File: config.mk
export PLATFORM = sky130hd
export DESIGN_NAME = sso_status
export DESIGN_NICKNAME = d
export VERILOG_FILES = /design/src/sso_pkg.sv /design/src/sso_status.sv
export SDC_FILE = /design/constraint.sdc
export NUM_CORES = 1
export LEC_CHECK = 0
export ABC_AREA = 1
export BUFFER_PORTS_ARGS = -buffer_cell sky130_fd_sc_hd__buf_2
export CAP_MARGIN = 10
export CORE_UTILIZATION = 54
export DETAILED_ROUTE_END_ITERATION = 8
export GPL_TIMING_DRIVEN = 0
export PLACE_DENSITY_LB_ADDON = 0.25
export SLEW_MARGIN = 20
export SYNTH_ARGS = -nofsm -noshare
export SYNTH_HDL_FRONTEND = slang
export SYNTH_SLANG_ARGS = --single-unit
File: constraint.sdc
create_clock -name pclk -period 3.5 [get_ports pclk]
set_input_delay 1.05 -clock pclk [delete_from_list [all_inputs] [get_ports pclk]]
set_output_delay 1.05 -clock pclk [all_outputs]
set_load 0.02 [all_outputs]
File: src/sso_pkg.sv
// Package: register map, reset values and field layout for the servo status outputs
package sso_pkg;
  timeunit 1ns;
  timeprecision 1ns;
  // Register byte offsets
  localparam logic [7:0] OFS_CTRL      = 8'h00;
  localparam logic [7:0] OFS_ROT_THR   = 8'h04;
  localparam logic [7:0] OFS_POSITIONING_COMPLETE_WIN  = 8'h08;
  localparam logic [7:0] OFS_CMPL_W    = 8'h0C;
  localparam logic [7:0] OFS_NEAR_W    = 8'h10;
  localparam logic [7:0] OFS_QUAL      = 8'h14;
  localparam logic [7:0] OFS_ALLOC_A   = 8'h18;
  localparam logic [7:0] OFS_ALLOC_B   = 8'h1C;
  localparam logic [7:0] OFS_STATUS    = 8'h20;
  // Reset values
  localparam logic [13:0] RST_ROT_THR  = 14'h0014;
  localparam logic [6:0]  RST_POSITIONING_COMPLETE_WIN = 7'h0A;
  localparam logic [30:0] RST_CMPL_W   = 31'h0000000A;
  localparam logic [30:0] RST_NEAR_W   = 31'h40000000;
  localparam logic [1:0]  RST_QUAL     = 2'h0;
  localparam logic [15:0] RST_ALLOC_A  = 16'h0000;
  localparam logic [15:0] RST_ALLOC_B  = 16'h0000;
  // Caps of the threshold ranges
  localparam logic [13:0] MAX_ROT_THR  = 14'h2710;
  localparam logic [6:0]  MAX_POSITIONING_COMPLETE_WIN = 7'h64;
  localparam logic [30:0] MAX_WIDTH    = 31'h40000000;
  // Allocation digit positions (4-bit digits)
  localparam int DIG_POSITIONING_COMPLETE  = 0;
  localparam int DIG_VCMP  = 4;
  localparam int DIG_RDY   = 8;
  localparam int DIG_ROTATION_DETECTED  = 12;
  localparam int DIG_NEAR  = 0;
  // Allocation digit value meaning "not allocated"
  localparam logic [3:0] ALLOC_NONE = 4'h0;
  // Status register bit positions
  localparam int ST_ROT  = 0;
  localparam int ST_RDY  = 1;
  localparam int ST_VCMP = 2;
  localparam int ST_POSITIONING_COMPLETE = 3;
  localparam int ST_NEAR = 4;
  localparam int ST_POLE = 5;
  typedef enum logic [1:0] {QUAL_DEV, QUAL_FILT, QUAL_RAW} sso_qual_t;
  typedef enum {PD_IDLE, PD_RUN, PD_DONE} sso_pole_t;
endpackage

File: src/sso_status.sv
// Servo drive status indications with APB-accessible thresholds and output allocation
//
// Design decisions made here: the APB interface to the registers and the placing of the registers.
module sso_status #(
  parameter int SPD_W = 16,
  parameter int POS_W = 32,
  parameter int N_OUT = 8
) (
  // APB
  input  wire logic                    pclk,
  input  wire logic                    presetn,
  input  wire logic                    psel,
  input  wire logic                    penable,
  input  wire logic                    pwrite,
  input  wire logic [7:0]              paddr,
  input  wire logic [31:0]             pwdata,
  output logic      [31:0]             prdata,
  output logic                         pready,
  output logic                         pslverr,
  // Drive state, same clock
  input  wire logic signed [SPD_W-1:0] motor_speed,
  input  wire logic signed [SPD_W-1:0] cmd_speed,
  input  wire logic signed [POS_W-1:0] pos_deviation,
  input  wire logic                    filt_cmd_zero,
  input  wire logic                    raw_cmd_zero,
  input  wire logic                    speed_mode,
  input  wire logic                    position_mode,
  input  wire logic                    main_power_on,
  input  wire logic                    base_block,
  input  wire logic                    alarm_active,
  input  wire logic                    abs_encoder,
  input  wire logic                    sensor_on_cmd,
  input  wire logic                    abs_data_sent,
  input  wire logic                    servo_on_cmd,
  input  wire logic                    pole_det_done,
  // Indications
  output logic                         pole_det_start,
  output logic                         rotation_detected,
  output logic                         servo_ready,
  output logic                         speed_coincidence,
  output logic                         positioning_complete,
  output logic                         near_position,
  output logic      [N_OUT-1:0]        out_contact
);
  timeunit 1ns;
  timeprecision 1ns;

  function automatic logic [POS_W-1:0] mag(input logic signed [POS_W-1:0] v);
    mag = v[POS_W-1] ? POS_W'(-v) : POS_W'(v);
  endfunction

  // Route one indication through a 4-bit allocation digit (1..N_OUT selects terminal)
  function automatic logic [N_OUT-1:0] route(input logic [3:0] dig, input logic ind);
    logic [N_OUT-1:0] m;
    m = '0;
    if (dig != sso_pkg::ALLOC_NONE && int'(dig) <= N_OUT) begin
      m[int'(dig) - 1] = ind;
    end
    route = m;
  endfunction

  // Configuration registers
  logic [13:0] rot_thr_r,   rot_thr_nxt;
  logic [6:0]  positioning_complete_win_r,  positioning_complete_win_nxt;
  logic [30:0] cmpl_w_r,    cmpl_w_nxt;
  logic [30:0] near_w_r,    near_w_nxt;
  logic [1:0]  qual_r,      qual_nxt;
  logic [15:0] alloc_a_r,   alloc_a_nxt;
  logic [15:0] alloc_b_r,   alloc_b_nxt;
  logic [31:0] prdata_r,    prdata_nxt;
  logic        pready_r,    pready_nxt;
  logic        pslverr_r,   pslverr_nxt;

  // Registered drive inputs
  logic signed [SPD_W-1:0] mspd_r, cspd_r;
  logic signed [POS_W-1:0] dev_r;
  logic                    fz_r, rz_r, smode_r, pmode_r;

  // Indication and pole-detection state
  sso_pkg::sso_pole_t pole_r, pole_nxt;
  logic        rot_r,  rot_nxt;
  logic        rdy_r,  rdy_nxt;
  logic        vcmp_r, vcmp_nxt;
  logic        positioning_complete_r, positioning_complete_nxt;
  logic        near_r, near_nxt;
  logic        pstart_r, pstart_nxt;
  logic [N_OUT-1:0] cont_r, cont_nxt;

  logic        acc;
  logic [31:0] rd_val;
  logic        rd_ok;
  logic        wr_en;
  logic [SPD_W:0]   sdiff;
  logic [SPD_W:0]   sdiff_abs;
  logic [SPD_W-1:0] mspd_abs;
  logic [POS_W-1:0] dev_abs;

  assign acc = psel & penable & ~pready_r;
  // Writes commit on the edge where the master samples pready high
  assign wr_en = psel & penable & pready_r & pwrite & rd_ok;

  // Register read decode
  always_comb begin
    rd_val = 32'h00000000;
    rd_ok  = 1'b1;
    case (paddr)
      sso_pkg::OFS_CTRL:     rd_val = 32'h00000000;
      sso_pkg::OFS_ROT_THR:  rd_val = {18'h00000, rot_thr_r};
      sso_pkg::OFS_POSITIONING_COMPLETE_WIN: rd_val = {25'h0000000, positioning_complete_win_r};
      sso_pkg::OFS_CMPL_W:   rd_val = {1'b0, cmpl_w_r};
      sso_pkg::OFS_NEAR_W:   rd_val = {1'b0, near_w_r};
      sso_pkg::OFS_QUAL:     rd_val = {30'h00000000, qual_r};
      sso_pkg::OFS_ALLOC_A:  rd_val = {16'h0000, alloc_a_r};
      sso_pkg::OFS_ALLOC_B:  rd_val = {16'h0000, alloc_b_r};
      sso_pkg::OFS_STATUS: begin
        rd_val[sso_pkg::ST_ROT]  = rot_r;
        rd_val[sso_pkg::ST_RDY]  = rdy_r;
        rd_val[sso_pkg::ST_VCMP] = vcmp_r;
        rd_val[sso_pkg::ST_POSITIONING_COMPLETE] = positioning_complete_r;
        rd_val[sso_pkg::ST_NEAR] = near_r;
        rd_val[sso_pkg::ST_POLE] = (pole_r == sso_pkg::PD_DONE);
      end
      default: rd_ok = 1'b0;
    endcase
  end

  // APB writes; out-of-range thresholds saturate at the top of their range
  always_comb begin
    rot_thr_nxt  = rot_thr_r;
    positioning_complete_win_nxt = positioning_complete_win_r;
    cmpl_w_nxt   = cmpl_w_r;
    near_w_nxt   = near_w_r;
    qual_nxt     = qual_r;
    alloc_a_nxt  = alloc_a_r;
    alloc_b_nxt  = alloc_b_r;
    pready_nxt   = acc;
    pslverr_nxt  = acc & ~rd_ok;
    prdata_nxt   = (acc && !pwrite) ? rd_val : 32'h00000000;
    if (wr_en) begin
      case (paddr)
        sso_pkg::OFS_ROT_THR:
          rot_thr_nxt = (pwdata > 32'(sso_pkg::MAX_ROT_THR)) ? sso_pkg::MAX_ROT_THR
                                                             : pwdata[13:0];
        sso_pkg::OFS_POSITIONING_COMPLETE_WIN:
          positioning_complete_win_nxt = (pwdata > 32'(sso_pkg::MAX_POSITIONING_COMPLETE_WIN)) ? sso_pkg::MAX_POSITIONING_COMPLETE_WIN
                                                               : pwdata[6:0];
        sso_pkg::OFS_CMPL_W:
          cmpl_w_nxt = (pwdata > 32'(sso_pkg::MAX_WIDTH)) ? sso_pkg::MAX_WIDTH
                                                          : pwdata[30:0];
        sso_pkg::OFS_NEAR_W:
          near_w_nxt = (pwdata > 32'(sso_pkg::MAX_WIDTH)) ? sso_pkg::MAX_WIDTH
                                                          : pwdata[30:0];
        sso_pkg::OFS_QUAL:
          qual_nxt = (pwdata[1:0] == 2'h3) ? qual_r : pwdata[1:0];
        sso_pkg::OFS_ALLOC_A: alloc_a_nxt = pwdata[15:0];
        sso_pkg::OFS_ALLOC_B: alloc_b_nxt = pwdata[15:0];
        default: ;
      endcase
    end
  end

  always_ff @(posedge pclk or negedge presetn) begin
    if (!presetn) begin
      rot_thr_r  <= sso_pkg::RST_ROT_THR;
      positioning_complete_win_r <= sso_pkg::RST_POSITIONING_COMPLETE_WIN;
      cmpl_w_r   <= sso_pkg::RST_CMPL_W;
      near_w_r   <= sso_pkg::RST_NEAR_W;
      qual_r     <= sso_pkg::RST_QUAL;
      alloc_a_r  <= sso_pkg::RST_ALLOC_A;
      alloc_b_r  <= sso_pkg::RST_ALLOC_B;
      prdata_r   <= 32'h00000000;
      pready_r   <= 1'b0;
      pslverr_r  <= 1'b0;
    end else begin
      rot_thr_r  <= rot_thr_nxt;
      positioning_complete_win_r <= positioning_complete_win_nxt;
      cmpl_w_r   <= cmpl_w_nxt;
      near_w_r   <= near_w_nxt;
      qual_r     <= qual_nxt;
      alloc_a_r  <= alloc_a_nxt;
      alloc_b_r  <= alloc_b_nxt;
      prdata_r   <= prdata_nxt;
      pready_r   <= pready_nxt;
      pslverr_r  <= pslverr_nxt;
    end
  end

  // Sample drive quantities once per cycle
  always_ff @(posedge pclk or negedge presetn) begin
    if (!presetn) begin
      mspd_r  <= '0;
      cspd_r  <= '0;
      dev_r   <= '0;
      fz_r    <= 1'b0;
      rz_r    <= 1'b0;
      smode_r <= 1'b0;
      pmode_r <= 1'b0;
    end else begin
      mspd_r  <= motor_speed;
      cspd_r  <= cmd_speed;
      dev_r   <= pos_deviation;
      fz_r    <= filt_cmd_zero;
      rz_r    <= raw_cmd_zero;
      smode_r <= speed_mode;
      pmode_r <= position_mode;
    end
  end

  assign mspd_abs  = mspd_r[SPD_W-1] ? SPD_W'(-mspd_r) : SPD_W'(mspd_r);
  assign sdiff     = (SPD_W+1)'(mspd_r) - (SPD_W+1)'(cspd_r);
  assign sdiff_abs = sdiff[SPD_W] ? (SPD_W+1)'(-sdiff) : sdiff;
  assign dev_abs   = mag(dev_r);

  // Indication evaluation
  always_comb begin
    logic base_ok;
    logic in_w;
    base_ok    = 1'b0;
    in_w       = 1'b0;
    pole_nxt   = pole_r;
    pstart_nxt = 1'b0;
    case (pole_r)
      sso_pkg::PD_IDLE: begin
        if (servo_on_cmd) begin
          pole_nxt   = sso_pkg::PD_RUN;
          pstart_nxt = 1'b1;
        end
      end
      sso_pkg::PD_RUN:  if (pole_det_done) pole_nxt = sso_pkg::PD_DONE;
      sso_pkg::PD_DONE: pole_nxt = sso_pkg::PD_DONE;
      default:          pole_nxt = sso_pkg::PD_IDLE;
    endcase
    rot_nxt = ({{(32-SPD_W){1'b0}}, mspd_abs} > 32'(rot_thr_r));
    base_ok = main_power_on & ~base_block & ~alarm_active;
    if (abs_encoder) begin
      base_ok = base_ok & sensor_on_cmd & abs_data_sent;
    end
    // Before the first servo-on the pole condition is waived so servo-on can be accepted
    rdy_nxt  = base_ok & (pole_r != sso_pkg::PD_RUN);
    vcmp_nxt = smode_r &
               ({{(31-SPD_W){1'b0}}, sdiff_abs} < 32'(positioning_complete_win_r));
    in_w     = ({1'b0, dev_abs} < (POS_W+1)'(cmpl_w_r));
    case (sso_pkg::sso_qual_t'(qual_r))
      sso_pkg::QUAL_DEV:  positioning_complete_nxt = in_w;
      sso_pkg::QUAL_FILT: positioning_complete_nxt = in_w & fz_r;
      sso_pkg::QUAL_RAW:  positioning_complete_nxt = in_w & rz_r;
      default:            positioning_complete_nxt = in_w;
    endcase
    positioning_complete_nxt = positioning_complete_nxt & pmode_r;
    near_nxt = pmode_r & ({1'b0, dev_abs} < (POS_W+1)'(near_w_r));
    cont_nxt = route(alloc_a_r[sso_pkg::DIG_VCMP +: 4], vcmp_r)
             | route(alloc_a_r[sso_pkg::DIG_POSITIONING_COMPLETE +: 4], positioning_complete_r)
             | route(alloc_a_r[sso_pkg::DIG_RDY  +: 4], rdy_r)
             | route(alloc_a_r[sso_pkg::DIG_ROTATION_DETECTED +: 4], rot_r)
             | route(alloc_b_r[sso_pkg::DIG_NEAR +: 4], near_r);
  end

  always_ff @(posedge pclk or negedge presetn) begin
    if (!presetn) begin
      pole_r   <= sso_pkg::PD_IDLE;
      pstart_r <= 1'b0;
      rot_r    <= 1'b0;
      rdy_r    <= 1'b0;
      vcmp_r   <= 1'b0;
      positioning_complete_r   <= 1'b0;
      near_r   <= 1'b0;
      cont_r   <= '0;
    end else begin
      pole_r   <= pole_nxt;
      pstart_r <= pstart_nxt;
      rot_r    <= rot_nxt;
      rdy_r    <= rdy_nxt;
      vcmp_r   <= vcmp_nxt;
      positioning_complete_r   <= positioning_complete_nxt;
      near_r   <= near_nxt;
      cont_r   <= cont_nxt;
    end
  end

  assign prdata               = prdata_r;
  assign pready               = pready_r;
  assign pslverr              = pslverr_r;
  assign pole_det_start       = pstart_r;
  assign rotation_detected    = rot_r;
  assign servo_ready          = rdy_r;
  assign speed_coincidence    = vcmp_r;
  assign positioning_complete = positioning_complete_r;
  assign near_position        = near_r;
  assign out_contact          = cont_r;

endmodule

==> metrics.cfg <==
[synthesis]
post_synth_num_cell_types = 58
ys_ff_latch = 234
ys_warn_count = 0
synth_top_area_share_pct = 41.0
async_flop_share_pct = 100
synth.cell_area_mm2 = 0.0138
syn-num-nets = 1987
synth_largest_area_cell = dfrtp_1
postSynthAreaPerCell_um2 = 7.88
syn_inst = 1756
synth_ff_type = dfrtp_1
ys_top_cells_by_area = dfrtp_1 (41%), ha_1 (9.9%), nand2_1 (9.7%)
synth_edf_count = 0
synth_seq_area_share_pct = 42.4

[cells_and_area]
drive_above_1_share_pct = 17.1
finalNetCount = 2204
layout_common_cells = nand2_1 (349), inv_1 (284), dfrtp_1 (226)
filler_cell_count = 2093
syn2layout_area_growth_pct = 19.4
layout_commonest_cell = nand2_1
multi_input_area_mm2 = 0.00698
final_util_pct = 65.6
regArea_mm2 = 0.00587
antenna_cells = 0

[drt]
route.met2.wl_um = 17600
drtIter0Drc = 1379
avgRoutedWirePerCell_um = 17.2
viasPerCell = 5.58
first_pass_iters = 6
ant_nets = 0
num_vias = 13000
drc = 0
wl_met3_um = 2990
routed_wl_um = 39900
highest_layer = met4
met1_length_um = 17500

[pwr]
leakage_uw = 0.00861
p_sw_uw = 1840
vdd_ir_drop_max_mv = 0.418
p_sw_share_pct = 27.3
power_frac_comb_pct = 15.0
clockPowerShare_pct = 43.1
p_int_uw = 4900
power.total_uw = 6740
pwr_density_cell_mw_per_mm2 = 408
power.share.sequential_pct = 41.9

[timing]
worst_pin_slew_ns = 0.903
final_max_slew_viol_count = 0
finalHoldViolCount = 0
rsz0062_at_grt = yes
skew_ns = 0.0214
relSlewSlack_pct = 39.2
period_needed_ns = 3.49
fmax_mhz = 286
setup_viol = 0
finalCritPeriodShare_pct = 99.8

[place]
gp_congestion = 0.953
hpwlAfterDp_um = 30700
numPortBuffers = 167

[floorplanning]
row_count = 58
core-area_mm2 = 0.0252
initial_core_util_pct = 55.0
dieArea_mm2 = 0.0263
die_h_um = 162
die_w_um = 162
ios = 169

[job]
maxCapViolations = 0

[critical_path]
path_delay_family = compound AO/OA/AOI/OAI gates
r2r_slack_ns = 0.008
slowest_stage = dfrtp_1
worst_setup_path_end_kind = flop
required_ns = 3.97
crit_buf_inv = 4
slowest_delay_ns = 0.44
cp.arrival_ns = 3.96
path_class = flop to flop
crit_chain = ha_2 -> nand2_1 -> nand2_1 -> inv_1 -> o21ai_1 -> a21oi_1 -> nand2_2 -> nand2_2 -> nand2_4 -> buf_8 -> buf_4 -> nand2_1 -> o21ai_0 -> ha_2 -> a21o_1 -> a31oi_2 -> a21oi_2 -> nor3_2 -> o21ai_1 -> inv_1 -> nand3_2 -> nor2_4 -> nand3_2 -> nor2_1
cp-start-kind = flop
cp_max_fo = 5
crit_top_cell = nand2_1

[global_routing]
antenna_found_initial = 0
grt_pass1_vias = 12000
overflow = 0
grt_pass1_wl_um = 62500
track_usage_pct = 30.4
grt_max_degree = 106

[clock_tree]
clock_latency_ns = 0.55
cts_tree = yes
tritoncts.num_buffers = 26
h-tree-depth = 1
clock-sinks = 234
cts_buffer_depth = 3
cts_hold_buf = 0
clkTransAtPathRegs_ns = 0.06
root_buffer = clkbuf_16

[min_path]
hp-class = input port to async pin

[run_status]
outcome = complete, no violations

## path summary, 6_finish.rpt
check,startpoint,end,cells past startpoint
hold reg to reg,pready$_DFF_PN0_,pslverr$_DFF_PN0_,1
min in group pclk,pready$_DFF_PN0_,pslverr$_DFF_PN0_,1
setup reg to reg,mspd_r[9]$_DFF_PN0_,speed_coincidence$_DFF_PN0_,24
max in group asynchronous,presetn,mspd_r[6]$_DFF_PN0_,3
hold / removal,presetn,rot_thr_r[0]$_DFFE_PN0P_,1
setup / recovery,mspd_r[9]$_DFF_PN0_,speed_coincidence$_DFF_PN0_,24
## Yosys cell counts (all sizes together), types with 3 or more instances
library cell and number:
a221oi 7, a21oi 88, dfstp 7, o21bai 4
buf 26, o221ai 6, nand2 364, o211ai 4
o31ai 5, ha 109, clkbuf 13, inv 289
dfrtp 227, o21ai 168, a31oi 12, nor4 7
or2 4, nor3 29, nand3 95, xnor2 16
o22ai 24, nor2 163, nand4 24, xor2 35
nand3b 4, a211oi 3
## sequential cells by signal, indices dropped and copies added (netlist names), 2 cells and up
register	flops
alloc_a_r	16
alloc_b_r	16
cmpl_w_r	31
cspd_r	16
dev_r	32
mspd_r	16
near_w_r	31
out_contact	8
pole_r	2
positioning_complete_win_r	7
prdata	31
qual_r	2
rot_thr_r	14
## what timing repair did
item / 4_1_cts / 5_1_grt
pin swaps: 7 / 18
setup buffers: 9 / 11
resized for setup: 27 / 34
setup endpoints to repair: 1 / 3
## kinds of logic after synthesis
kind of cell | share of synthesized area, %
flops | 42.4
other cells | 0.0271
compound gates | 13.5
buf+inv | 9.32
fa+ha+maj | 10.0
mux | 0.0814
simple gates | 21.4
xor+xnor | 3.23
## per-layer routing
layer	vias to the layer above	GRT usage, %
li1	6183	-
met1	6027	42.6
met2	622	47.6
met3	118	4.29
met4	0	12.2
met5	-	0
## power groups by stage
stage                     sequential, µW  combinational [µW]  clock, µW
after floorplan                     2860                 567          0
after global placement              2860                 852          0
after detailed placement            2870                 894          0
after CTS                           2820                 948       2920
after global routing                2830                1140       3050
final                               2820                1010       2900
## per-stage QoR
stage / TNS, ns / area [µm²] / std cells / worst slack, ns / hold slack (ns)
after global routing: -0.241 / 16500 / 2322 / -0.200 / 0.499
after CTS: -0.00767 / 16300 / 2311 / -0.00767 / 0.469
after floorplan: 0 / 13800 / 1756 / 0.197 / 0.453
after global placement: -581.24 / 15100 / 2253 / -2.56 / 0.472
after detailed placement: -0.655 / 15200 / 2255 / -0.655 / 0.479
final: 0 / 16500 / 2322 / 0.00779 / 0.449
## final cells by class
cell class	count	area share, %
multi-input cells	1192	42.2
repair buffers	189	6.36
clock inverters	12	0.954
plain buffers	39	1.22
inverters	291	6.64
flip-flops and latches	234	35.5
clock buffers	35	4.63
well taps	330	2.50
(Power assumes the default switching activity.)
